## config.mk

```make
export PLATFORM = sky130hd
export DESIGN_NAME = spseq_top
export DESIGN_NICKNAME = d
export VERILOG_FILES = /design/src/spseq_pkg.sv /design/src/spseq_top.sv
export SDC_FILE = /design/constraint.sdc
export NUM_CORES = 1
export LEC_CHECK = 0
export BUFFER_PORTS_ARGS = -buffer_cell sky130_fd_sc_hd__buf_2
export CORE_ASPECT_RATIO = 1.1
export CORE_UTILIZATION = 31
export CTS_CLUSTER_DIAMETER = 30
export DETAILED_ROUTE_END_ITERATION = 8
export MAX_ROUTING_LAYER = met4
export PLACE_DENSITY = 0.64
export SETUP_SLACK_MARGIN = 0.4
export SYNTH_ARGS = -nofsm -noshare
export SYNTH_HDL_FRONTEND = slang
export SYNTH_SLANG_ARGS = --single-unit
export TNS_END_PERCENT = 1
```

## constraint.sdc

```tcl
create_clock -name CLK -period 1.9 [get_ports CLK]
set_clock_uncertainty 0.2 [all_clocks]
set_input_delay 0.19 -clock CLK [delete_from_list [all_inputs] [get_ports CLK]]
set_output_delay 0.19 -clock CLK [all_outputs]
set_load 0.01 [all_outputs]
```

## src/spseq_pkg.sv

```systemverilog
// Purpose: shared constants and types of the stop-mode power sequencer
// Assumes: 32-bit APB register access, single bus clock
// Notes: register offsets are byte addresses
package spseq_pkg;

  // ----------------------------------------
  // register map
  // ----------------------------------------
  localparam int unsigned ADDR_W = 8;
  localparam logic [7:0] OFS_CTRL = 8'h00;
  localparam logic [7:0] OFS_STAT = 8'h04;
  localparam logic [7:0] OFS_ACK = 8'h08;

  // control register fields
  localparam int unsigned CTRL_W = 7;
  localparam int unsigned CB_STOP_EN = 0;
  localparam int unsigned CB_DEEP_SEL = 1;
  localparam int unsigned CB_LOWV_EN = 2;
  localparam int unsigned CB_LOWV_STOP = 3;
  localparam int unsigned CB_OSC_STOP = 4;
  localparam int unsigned CB_CONV_ASYNC = 5;
  localparam int unsigned CB_DBG_EN = 6;
  localparam logic [6:0] CTRL_RST = 7'h00;

  // acknowledge register field
  localparam int unsigned AB_PIN_ACK = 0;

  // ----------------------------------------
  // wake sources
  // ----------------------------------------
  localparam int unsigned NUM_WAKE = 7;
  localparam int unsigned WK_PERIODIC = 0;
  localparam int unsigned WK_LOW_VOLT = 1;
  localparam int unsigned WK_CONV = 2;
  localparam int unsigned WK_EXT_IRQ = 3;
  localparam int unsigned WK_KEYPAD = 4;
  localparam int unsigned WK_SERIAL = 5;
  localparam int unsigned WK_RST_PIN = 6;
  localparam logic [6:0] WAKE_SHALLOW = 7'h7f;
  localparam logic [6:0] WAKE_DEEP = 7'h49;

  // ----------------------------------------
  // timing
  // ----------------------------------------
  localparam logic [3:0] RST_PULSE = 4'h8;

  // ----------------------------------------
  // types
  // ----------------------------------------
  typedef enum logic [2:0] {MD_RUN, MD_SHALLOW, MD_DEEP, MD_WAKE, MD_BKG} spseq_mode_t;

  typedef enum logic [2:0] {
    DBG_BGND, DBG_MEM_STAT, DBG_MEM, DBG_BDC_REG, DBG_CPU_REG, DBG_TRACE, DBG_GO
  } spseq_dbg_kind_t;

  typedef struct packed {
    logic valid;
    spseq_dbg_kind_t kind;
  } spseq_dbg_req_t;

  typedef struct packed {
    logic ack;
    logic err_stopped;
  } spseq_dbg_rsp_t;

  typedef struct packed {
    logic cpu_clk_en;
    logic periph_clk_en;
    logic dbg_clk_en;
    logic clkgen_standby;
    logic clkgen_off;
    logic osc_run;
    logic reg_standby;
    logic conv_standby;
    logic conv_run_stop;
    logic keypad_wake_en;
    logic keypad_off;
    logic pin_latch;
  } spseq_pwr_t;

  typedef struct packed {
    spseq_mode_t mode;
    logic [6:0] ctrl;
    logic wake_flag;
    logic pin_latch;
    logic [3:0] cnt;
    logic [6:0] wk_s1;
    logic [6:0] wk_s2;
    spseq_pwr_t pwr;
    logic rst_req;
    logic ill_rst;
    spseq_dbg_rsp_t dbg_rsp;
    logic pready;
    logic pslverr;
    logic [31:0] prdata;
  } spseq_state_t;

endpackage

```

## src/spseq_top.sv

```systemverilog
// Purpose: stop-mode power sequencer, decides stop depth and gates power
// Assumes: CPU stop pulse and debug commands on CLK, wake sources async
// Notes: registers over APB, zero wait states
//
// Behaviour
// RULE1 - background entry from run needs debug enable
// RULE2 - debug enable keeps debug clocks in stop
// RULE3 - debug enable keeps regulator fully active
// RULE4 - debug enable turns deep into shallow stop
// RULE5 - memory-status commands in stop return error; code returns it in shallow stop only, no answer in deep stop
// RULE6 - background command wakes stop into debug
// RULE7 - all debug commands accepted in background
// RULE8 - low-volt detect in stop keeps regulator
// RULE9 - low-volt detect in stop forces shallow
// RULE10 - peripheral clocks stop in every stop
// RULE11 - shallow stop keeps pins and registers
// RULE12 - deep stop latches pins before entry
// RULE13 - deep wake resets registers, pins stay latched
// RULE14 - shallow: clock generator standby, oscillator optional
// RULE15 - deep: clock generator off, reset on wake
// RULE16 - timers halt, reset after deep stop
// RULE17 - converter standby unless async clock enabled; code puts it in standby in deep stop even with async clock enabled
// RULE18 - keypad wakes shallow, disabled in deep
// RULE19 - serial units halt, reset after deep
// RULE20 - regulator standby unless low-volt or debug
// RULE21 - stop without enable forces illegal reset
// RULE22 - select bit picks deep or shallow
// RULE23 - wake flag and latches held until ack
// RULE24 - listed interrupts or reset pin wake shallow
// RULE25 - overrides decided in stop instruction cycle
//
// Our own choices: register access over APB and the register offsets.
`timescale 1ns/1ps
`default_nettype none

module spseq_top
  import spseq_pkg::*;
(
  // clock and reset
  input wire logic CLK,
  input wire logic RESET_N,
  // apb slave
  input wire logic PSEL,
  input wire logic PENABLE,
  input wire logic PWRITE,
  input wire logic [ADDR_W-1:0] PADDR,
  input wire logic [31:0] PWDATA,
  output logic [31:0] PRDATA,
  output logic PREADY,
  output logic PSLVERR,
  // cpu
  input wire logic STOP_EXEC,
  output logic ILLEGAL_RESET,
  // wake sources
  input wire logic [NUM_WAKE-1:0] WAKE_SRC,
  // debug logic
  input wire spseq_dbg_req_t DBG_REQ,
  output spseq_dbg_rsp_t DBG_RSP,
  // power, clock and reset control
  output spseq_pwr_t PWR,
  output logic SYS_RESET_REQ,
  output logic [2:0] MODE
);

  spseq_state_t q;
  spseq_state_t d;
  logic dbg_en;
  logic lv_stop;
  logic go_deep;
  logic setup;
  logic access;
  logic stopped;

  // ----------------------------------------
  // next state
  // ----------------------------------------
  always_comb
  begin
    d = q;
    d.ill_rst = 1'b0;
    d.dbg_rsp = '0;
    d.pready = 1'b0;
    d.pslverr = 1'b0;
    d.prdata = '0;
    d.wk_s1 = WAKE_SRC;
    d.wk_s2 = q.wk_s1;
    dbg_en = q.ctrl[CB_DBG_EN];
    lv_stop = q.ctrl[CB_LOWV_EN] & q.ctrl[CB_LOWV_STOP];
    // overrides resolved in the stop cycle itself
    go_deep = q.ctrl[CB_DEEP_SEL] & ~dbg_en & ~lv_stop; // see RULE22 see RULE25
    setup = PSEL & ~PENABLE;
    access = PSEL & PENABLE & q.pready;

    // apb: answer prepared in setup, shown in access
    if (setup)
    begin
      d.pready = 1'b1;
      case (PADDR)
        OFS_CTRL: d.prdata = {25'h0, q.ctrl};
        OFS_STAT: d.prdata = {26'h0, q.mode == MD_BKG, q.pin_latch, q.wake_flag, q.mode};
        OFS_ACK: d.prdata = '0;
        default: d.pslverr = 1'b1;
      endcase
    end
    if (access && PWRITE)
    begin
      if (PADDR == OFS_CTRL)
      begin
        d.ctrl = PWDATA[CTRL_W-1:0];
      end
      if (PADDR == OFS_ACK && PWDATA[AB_PIN_ACK])
      begin
        d.wake_flag = 1'b0; // see RULE23
        d.pin_latch = 1'b0; // see RULE13
      end
    end

    // mode sequencing; a set below wins over the clear above
    case (q.mode)
      MD_RUN:
      begin
        if (STOP_EXEC)
        begin
          if (!q.ctrl[CB_STOP_EN])
          begin
            d.ill_rst = 1'b1; // see RULE21
          end
          else if (go_deep)
          begin
            d.mode = MD_DEEP;
            d.pin_latch = 1'b1; // see RULE12
          end
          else
          begin
            d.mode = MD_SHALLOW; // see RULE4 see RULE9 see RULE11
          end
        end
        else if (DBG_REQ.valid)
        begin
          case (DBG_REQ.kind)
            DBG_BGND:
            begin
              if (dbg_en)
              begin
                d.mode = MD_BKG; // see RULE1
                d.dbg_rsp.ack = 1'b1;
              end
              else
              begin
                d.dbg_rsp.err_stopped = 1'b0;
              end
            end
            DBG_CPU_REG, DBG_TRACE, DBG_GO: d.dbg_rsp.ack = 1'b0;
            default: d.dbg_rsp.ack = 1'b1;
          endcase
        end
      end
      MD_SHALLOW:
      begin
        // still stopped in this cycle, even if a wake arrives with it
        if (DBG_REQ.valid && DBG_REQ.kind == DBG_MEM_STAT)
        begin
          d.dbg_rsp.err_stopped = 1'b1; // see RULE5
        end
        if (DBG_REQ.valid && DBG_REQ.kind == DBG_BGND && dbg_en)
        begin
          d.mode = MD_BKG; // see RULE6
          d.dbg_rsp.ack = 1'b1;
        end
        else if (|(q.wk_s2 & WAKE_SHALLOW))
        begin
          d.mode = MD_RUN; // see RULE24 see RULE18
        end
      end
      MD_DEEP:
      begin
        if (|(q.wk_s2 & WAKE_DEEP))
        begin
          d.mode = MD_WAKE;
          d.cnt = RST_PULSE - 4'h1;
        end
      end
      MD_WAKE:
      begin
        if (q.cnt == 4'h0)
        begin
          d.mode = MD_RUN;
          d.wake_flag = 1'b1; // see RULE23
          d.pin_latch = 1'b1;
          d.ctrl = CTRL_RST; // see RULE13
        end
        else
        begin
          d.cnt = q.cnt - 4'h1;
        end
      end
      MD_BKG:
      begin
        if (DBG_REQ.valid)
        begin
          d.dbg_rsp.ack = 1'b1; // see RULE7
          if (DBG_REQ.kind == DBG_GO)
          begin
            d.mode = MD_RUN;
          end
        end
      end
      default: d.mode = MD_RUN;
    endcase

    // power and clock controls follow the next mode
    stopped = (d.mode == MD_SHALLOW) || (d.mode == MD_DEEP);
    d.pwr.cpu_clk_en = (d.mode == MD_RUN) || (d.mode == MD_BKG);
    d.pwr.periph_clk_en = ~stopped && (d.mode != MD_WAKE); // see RULE10 see RULE16 see RULE19
    d.pwr.dbg_clk_en = ~stopped || (d.mode == MD_SHALLOW && dbg_en); // see RULE2
    d.pwr.reg_standby = stopped && ~dbg_en && ~lv_stop; // see RULE3 see RULE8 see RULE20
    d.pwr.clkgen_standby = (d.mode == MD_SHALLOW) && ~dbg_en; // see RULE14
    d.pwr.clkgen_off = (d.mode == MD_DEEP); // see RULE15
    d.pwr.osc_run = ~stopped ||
      ((d.mode == MD_SHALLOW) && (q.ctrl[CB_OSC_STOP] || dbg_en)); // see RULE14
    d.pwr.conv_standby = stopped &&
      ~((d.mode == MD_SHALLOW) && q.ctrl[CB_CONV_ASYNC]); // see RULE17
    d.pwr.conv_run_stop = (d.mode == MD_SHALLOW) && q.ctrl[CB_CONV_ASYNC];
    d.pwr.keypad_wake_en = (d.mode == MD_SHALLOW); // see RULE18
    d.pwr.keypad_off = (d.mode == MD_DEEP);
    d.pwr.pin_latch = d.pin_latch; // see RULE12
    // power-on style reset of registers and units after deep stop
    d.rst_req = (d.mode == MD_WAKE); // see RULE13 see RULE15 see RULE16 see RULE19
  end

  // ----------------------------------------
  // state register
  // ----------------------------------------
  always_ff @(posedge CLK or negedge RESET_N)
  begin
    if (!RESET_N)
    begin
      q <= '0;
    end
    else
    begin
      q <= d;
    end
  end

  assign PRDATA = q.prdata;
  assign PREADY = q.pready;
  assign PSLVERR = q.pslverr;
  assign ILLEGAL_RESET = q.ill_rst;
  assign DBG_RSP = q.dbg_rsp;
  assign PWR = q.pwr;
  assign SYS_RESET_REQ = q.rst_req;
  assign MODE = q.mode;
endmodule

`default_nettype wire

```

==> run_results.csv, run 1 <==
group,metric,value,unit
layout,utilization,41.62,%
outcome,violations,"setup timing",
synth,synth_top_area_share,53.70,%
setup_path,cp_top_family,"compound AO/OA/AOI/OAI gates",
floorplanning,ios,110,
setup_path,worstSetupPathType,"flip-flop to flip-flop",
clocking,clock-root-buffer,"clkbuf_8",
layout,fin_cells,403,
layout,drive_gt1_share,38.26,%
clocking,path_clk_slew,90,ps
setup_path,required,1900,ps
floorplanning,core,0.007597,mm²
detailed_routing,routed_via_density,4.037,
synth,synth_edf_count,0,
power_and_ir_drop,intPower,1.920,mW
layout,fin_nets,355,
timing,hold_viol,0,
setup_path,crit_path_start_kind,"flip-flop",
floorplanning,start_util,32.51,%
setup_path,crit_buf_inv,2,
detailed_routing,wl_met1,1801,µm
detailed_routing,drt-pass1-iter-count,4,
synth,syn_inst,212,
floorplanning,die_area,0.008329,mm²
power_and_ir_drop,p_sw_share,26.66,%
synth,synthTopCellsByCount,"dfrtp_1 (53), buf_4 (49), nor2_1 (25)",
layout,diodes,0,
synth,synth-main-ff-cell,"dfrtp_1",
power_and_ir_drop,p_total,2.618,mW
timing,setup_viol,4,
synth,yosysTopAreaCell,"dfrtp_1",
timing,rsz0062_at_grt,"true",
timing,holdWs,26.48,ps
detailed_routing,wl_per_cell,11.20,µm
synth,synth_most_common_cell,"dfrtp_1",
setup_path,slowest_delay,390,ps
detailed_routing,ant_nets,0,
synth,async_flop_share,100.0,%
synth,synth_area,0.002470,mm²
clocking,clock_latency,300,ps
clocking,htreeDepth,2,
power_and_ir_drop,p_clk_share,29.2,%
synth,ys_types,49,
placement,port_buffers,59,
clocking,cts_made_buffers,5,
placement,hpwlAfterDp,3322,µm
floorplanning,die_x,87.11,µm
setup_path,critPathSlowestCell,"dfrtp_1",
power_and_ir_drop,power.switching,0.6978,mW
placement,dpl.cell_count,373,
power_and_ir_drop,p_seq_share,48.7,%
setup_path,cp-end-kind,"flip-flop",
synth,yosysSeqAreaShare,53.70,%
placement,gp_congestion,0.7749,
clocking,cts_sinks,53,
min_path,min_path_type,"primary input to flip-flop",
timing,fin_crit_sh,102.9,%
clocking,cts_tree,"done",
setup_path,crit_arrival,1950,ps
detailed_routing,highest_layer,"met4",
clocking,ctsLongestPathBuffers,2,
timing,setup_ws,-55.63,ps
job,max_cap_viol_count,0,
floorplanning,die_y,95.62,µm
power_and_ir_drop,p_leak,1.613,nW
setup_path,cp_cell_sequence,"inv_1, ha_2, nor3b_4, or2_4, o31ai_4, a21o_1, buf_6, o21a_1",
floorplanning,row_count,33,
detailed_routing,wl_met3,194,µm
grt,grt_pass1_wl,7258,µm
synth,postSynthRegisterBits,53,
timing,fin_tns_setup,-161.2,ps
layout,areaGrowthSynthToFinish,28.01,%
power_and_ir_drop,powerDensity,827.9,mW/mm²
synth,syn_area_per_cell,11.65,µm²
grt,antenna_found_initial,0,
detailed_routing,met2WireLength,2477,µm
detailed_routing,vias,1627,
detailed_routing,drt-total-wl,4512,µm
grt,track_usage,11.67,%
timing,maxSlewViolCount,0,
timing,fmax,0.5113,GHz
detailed_routing,drt_iter0_markers,56,
synth,synth_area_leaders,"dfrtp_1 (54%), buf_4 (15%), mux2i_1 (5.3%)",
grt,first_global_vias,1612,
timing,fin_crit,1956,ps
grt,grt_max_degree,54,
power_and_ir_drop,max-vdd-ir-drop,0.0005051,V
detailed_routing,drc,0,
power_and_ir_drop,pwr-share-comb,22.2,%
outcome,outcome,"finished with violations",
synth,synth_warnings,0,
setup_path,worstPathMaxFanout,5,
grt,grt_overflow,0,
[power by group through the flow]
stage	Combinational [mW]	Clock [mW]	Sequential, mW
after floorplan	0.350	0	1.31
after global placement	0.502	0	1.29
after detailed placement	0.513	0	1.30
after CTS	0.583	0.797	1.27
after global routing	0.647	0.837	1.29
final	0.580	0.764	1.27
[cell usage in the layout, fill, tap and decap left out, types with 3 or more instances in the layout]
cell type and n:
nand3_1 3, mux2i_1 13, o21ai_0 3, buf_2 59, nor2_1 23, conb_1 25
buf_4 26, clkbuf_8 5, dlygate4sd3_1 19, a21oi_1 6, dfrtp_1 53, inv_1 9
[cell type report]
cell class | instances | area (µm²)
flip-flops and latches | 53 | 1326
clock buffers | 5 | 68.82
inverters | 9 | 33.78
fillers | 791 | 4436
multi-input cells | 121 | 830.8
well taps | 105 | 131.4
clock inverters | 3 | 47.55
repair buffers | 107 | 723.2
[path summary, 6_finish.rpt]
check / from / endpoint / slack, ps / cells after the start
worst max-delay path: q[64] / PWR[9] / -60 / 8
worst min register to register: d[56] / q[56] / 150 / 0
worst max register to register: q[64] / PWR[9] / -60 / 8
worst min-delay path: STOP_EXEC / ILLEGAL_RESET / 30 / 2
max in group asynchronous: RESET_N / q[52] / 1050 / 3
min in group asynchronous: RESET_N / PRDATA[6] / 210 / 3
[kinds of logic (layout without fill, tap and decap cells)]
group / count (synthesis) / after routing / synth area share (%)
AND/OR/NAND/NOR: 54 / 54 / 13.73
other: 1 / 25 / 0.1518
XOR/XNOR: 2 / 2 / 0.7093
multiplexers: 13 / 13 / 5.268
flip-flops: 53 / 53 / 53.70
adder cells (fa/ha/maj): 1 / 1 / 0.5065
buffers and inverters: 62 / 124 / 17.22
AO/OA/AOI/OAI: 26 / 26 / 8.713
[what timing repair did]
item                                   CTS  global route
cloned                                   0             0
gates resized for setup                  4             1
endpoints found under the hold margin   71             0
hold buffers                            19             0
pin swaps                                5             2
setup buffers                            3             0
setup endpoints to repair               26            28
[worst register-to-register path: stages (launching register included)]
cell,delay [ps]
dfrtp_1,390
inv_1,70
ha_2,170
nor3b_4,260
or2_4,190
o31ai_4,70
a21o_1,220
buf_6,140
o21a_1,160
[metrics by stage]
stage | area (µm²) | worst slack, ps
finish | 3162 | -55.63
global route | 3162 | -174.5
global placement | 2811 | -23.02
detailed placement | 2811 | -43.74
CTS | 3159 | -59.45
floorplan | 2569 | 21.26
[registers in the layout, indices dropped and copies added (netlist names)]
name,flops
MODE,3
PREADY,1
PRDATA,7
SYS_RESET_REQ,1
q,18
ILLEGAL_RESET,1
d,7
PWR,11
PSLVERR,1
DBG_RSP,2
dbg_en,1
[metal layers]
metal  vias to the layer above  global-route usage (%)
met5                         -                       -
met4                         0                   3.552
met1                       767                   12.49
li1                        811                       -
met3                         5                   2.771
met2                        44                   21.33
Power figures use the tool's default switching activity.
==> run 2: changes to the inputs <==
CELL_PAD_IN_SITES_DETAIL_PLACEMENT = 2   (was default)
CELL_PAD_IN_SITES_GLOBAL_PLACEMENT = 2   (was default)
CORE_UTILIZATION = 25   (was 31)
PLACE_DENSITY = 0.79   (was 0.64)
==> run 2 against run 1 <==
- the flow still finishes with violations (setup timing)
- final area up 1.6%
- critical path depth down 2
- power down 3.5%
- critical endpoint unchanged
- utilization down 7.8 points
- sequential share of layout area down 0.58 points
- global-route usage up 1.2 points
- first-iteration DRC count down 57%
- non-clock buffer count unchanged
- combinational power up 3.6%
- register-to-register slack worse by 40 ps
- via count up 7.1%
==> run_results.csv, run 2 (synthesized netlist as in run 1, its figures left out) <==
group,metric,value,unit
floorplanning,die_x,96.77,µm
timing,rsz0062_at_grt,"true",
setup_path,crit_arrival,2000,ps
job,max_cap_viol_count,0,
setup_path,crit_path_start_kind,"flip-flop",
setup_path,cp-end-kind,"flip-flop",
timing,holdWs,6.013,ps
clocking,ctsLongestPathBuffers,2,
floorplanning,ios,110,
layout,fin_nets,355,
layout,largest_reg_flops,18,
floorplanning,row_count,37,
timing,fin_crit_sh,105.2,%
power_and_ir_drop,p_leak,1.596,nW
clocking,clock-root-buffer,"clkbuf_8",
detailed_routing,met2WireLength,3438,µm
timing,maxSlewViolCount,0,
detailed_routing,drc,0,
power_and_ir_drop,p_total,2.527,mW
grt,grt_pass1_wl,10050,µm
detailed_routing,highest_layer,"met4",
setup_path,r2r_slack,-100,ps
clocking,cts_tree,"done",
detailed_routing,routed_via_density,4.200,
layout,final_common_cell,"buf_2",
clocking,cts_made_buffers,5,
setup_path,crit_buf_inv,1,
setup_path,worstSetupPathType,"flip-flop to flip-flop",
floorplanning,start_util,26.03,%
timing,setup_ws,-98.40,ps
layout,areaGrowthSynthToFinish,30.04,%
power_and_ir_drop,max-vdd-ir-drop,0.0003388,V
clocking,htreeDepth,2,
setup_path,cp_cell_sequence,"or3b_4, o22ai_4, a41oi_4, a21o_4, buf_6, o21a_1",
clocking,path_clk_slew,100,ps
grt,first_global_vias,1926,
outcome,outcome,"finished with violations",
detailed_routing,drt_iter0_markers,24,
setup_path,critPathSlowestCell,"dfrtp_2",
setup_path,required,1910,ps
detailed_routing,wl_met1,2474,µm
clocking,cts_sinks,53,
setup_path,slowest_delay,490,ps
layout,utilization,33.84,%
power_and_ir_drop,powerDensity,786.6,mW/mm²
setup_path,crit_cells,6,
clocking,clock_latency,310,ps
detailed_routing,drt-total-wl,6237,µm
layout,final_cell_mix,"buf_2 (59), dfrtp_1 (51), conb_1 (25), nor2_1 (24), buf_4 (23)",
grt,track_usage,12.83,%
layout,drive_gt1_share,41.61,%
setup_path,rr_endpoint,"PWR[9]",
setup_path,worstPathMaxFanout,6,
placement,hpwlAfterDp,4464,µm
placement,gp_congestion,0.7496,
setup_path,r2r_cells,6,
timing,max-slew-margin-rel,63.80,%
grt,antenna_found_initial,0,
timing,setup_viol,11,
floorplanning,core,0.009490,mm²
timing,fmax,0.5004,GHz
grt,grt_max_degree,32,
min_path,min_path_type,"primary input to flip-flop",
setup_path,timing.rr.start,"MODE[0]",
timing,tightest_slew,542.9,ps
setup_path,crit_path_start,"MODE[0]",
grt,grt_overflow,0,
floorplanning,die_area,0.01028,mm²
floorplanning,die_y,106.2,µm
setup_path,cp_top_family,"compound AO/OA/AOI/OAI gates",
layout,regMostFlops,"q",
timing,fin_crit,1998,ps
detailed_routing,vias,1743,
layout,diodes,0,
timing,hold_viol,0,
detailed_routing,wl_per_cell,15.03,µm
setup_path,crit_end,"PWR[9]",
detailed_routing,ant_nets,0,
detailed_routing,wl_met3,268,µm
detailed_routing,drt-pass1-iter-count,4,
outcome,violations,"setup timing",
placement,port_buffers,59,
run 2: cell types whose count changed in the layout (fill, tap and decap cells not counted), sizes merged:
cell	change
buf	+2
clkbuf	+2
dlygate4sd3	-2
inv	-2
clkinvlp	+1
bufinv	-1
run 2: worst min path at each step:
stage	startpoint	to	cells after the start
2_1_floorplan	RESET_N	DBG_RSP[0]	0
3_3_place_gp	RESET_N	PRDATA[4]	1
3_5_place_dp	RESET_N	PRDATA[6]	1
4_1_cts	DBG_REQ[0]	DBG_RSP[0]	2
5_1_grt	DBG_REQ[3]	DBG_RSP[0]	2
6_report	PWDATA[1]	q[71]	3
run 2: report_power, final:
part | switching [mW] | internal (mW) | total [mW]
Sequential | 0.0596 | 1.23 | 1.29
Combinational | 0.300 | 0.301 | 0.601
Clock | 0.372 | 0.262 | 0.634
Total | 0.731 | 1.80 | 2.53
run 2: stage by stage:
stage / std cells / setup slack (ps) / instance area [µm²] / TNS [ps]
finish: 415 / -98.40 / 3212 / -375.1
global route: 415 / -158.3 / 3212 / -1483
CTS: 410 / -140.8 / 3102 / -650.3
detailed placement: 385 / -134.9 / 2839 / -540.4
global placement: 385 / -105.1 / 2839 / -197.5
floorplan: 236 / 21.26 / 2569 / 0
run 2: per-layer routing:
metal  GRT usage [%]  vias to the layer above
met1           13.86                      872
met5               -                        -
li1                -                      807
met4           3.945                        0
met2           23.54                       57
met3           2.696                        7
run 2: timing repair:
item	4_1_cts	5_1_grt
setup endpoints to repair	28	32
hold endpoints to repair	38	1
hold buffers	16	1
pin swaps	2	4
gates resized for setup	3	17
buffers inserted	1	4
run 2: area by class of cell:
type	count	area [µm²]
multi-input cells	121	873.3
repair buffers	107	745.7
clock buffers	7	76.32
well taps	117	146.4
fillers	1037	6279
inverters	9	33.78
clock inverters	1	7.507
flip-flops and latches	53	1329
run 2: worst min-delay path, cell delays in order:
cell,delay [ps]
buf_2,90
mux2i_1,80
nor2_1,110
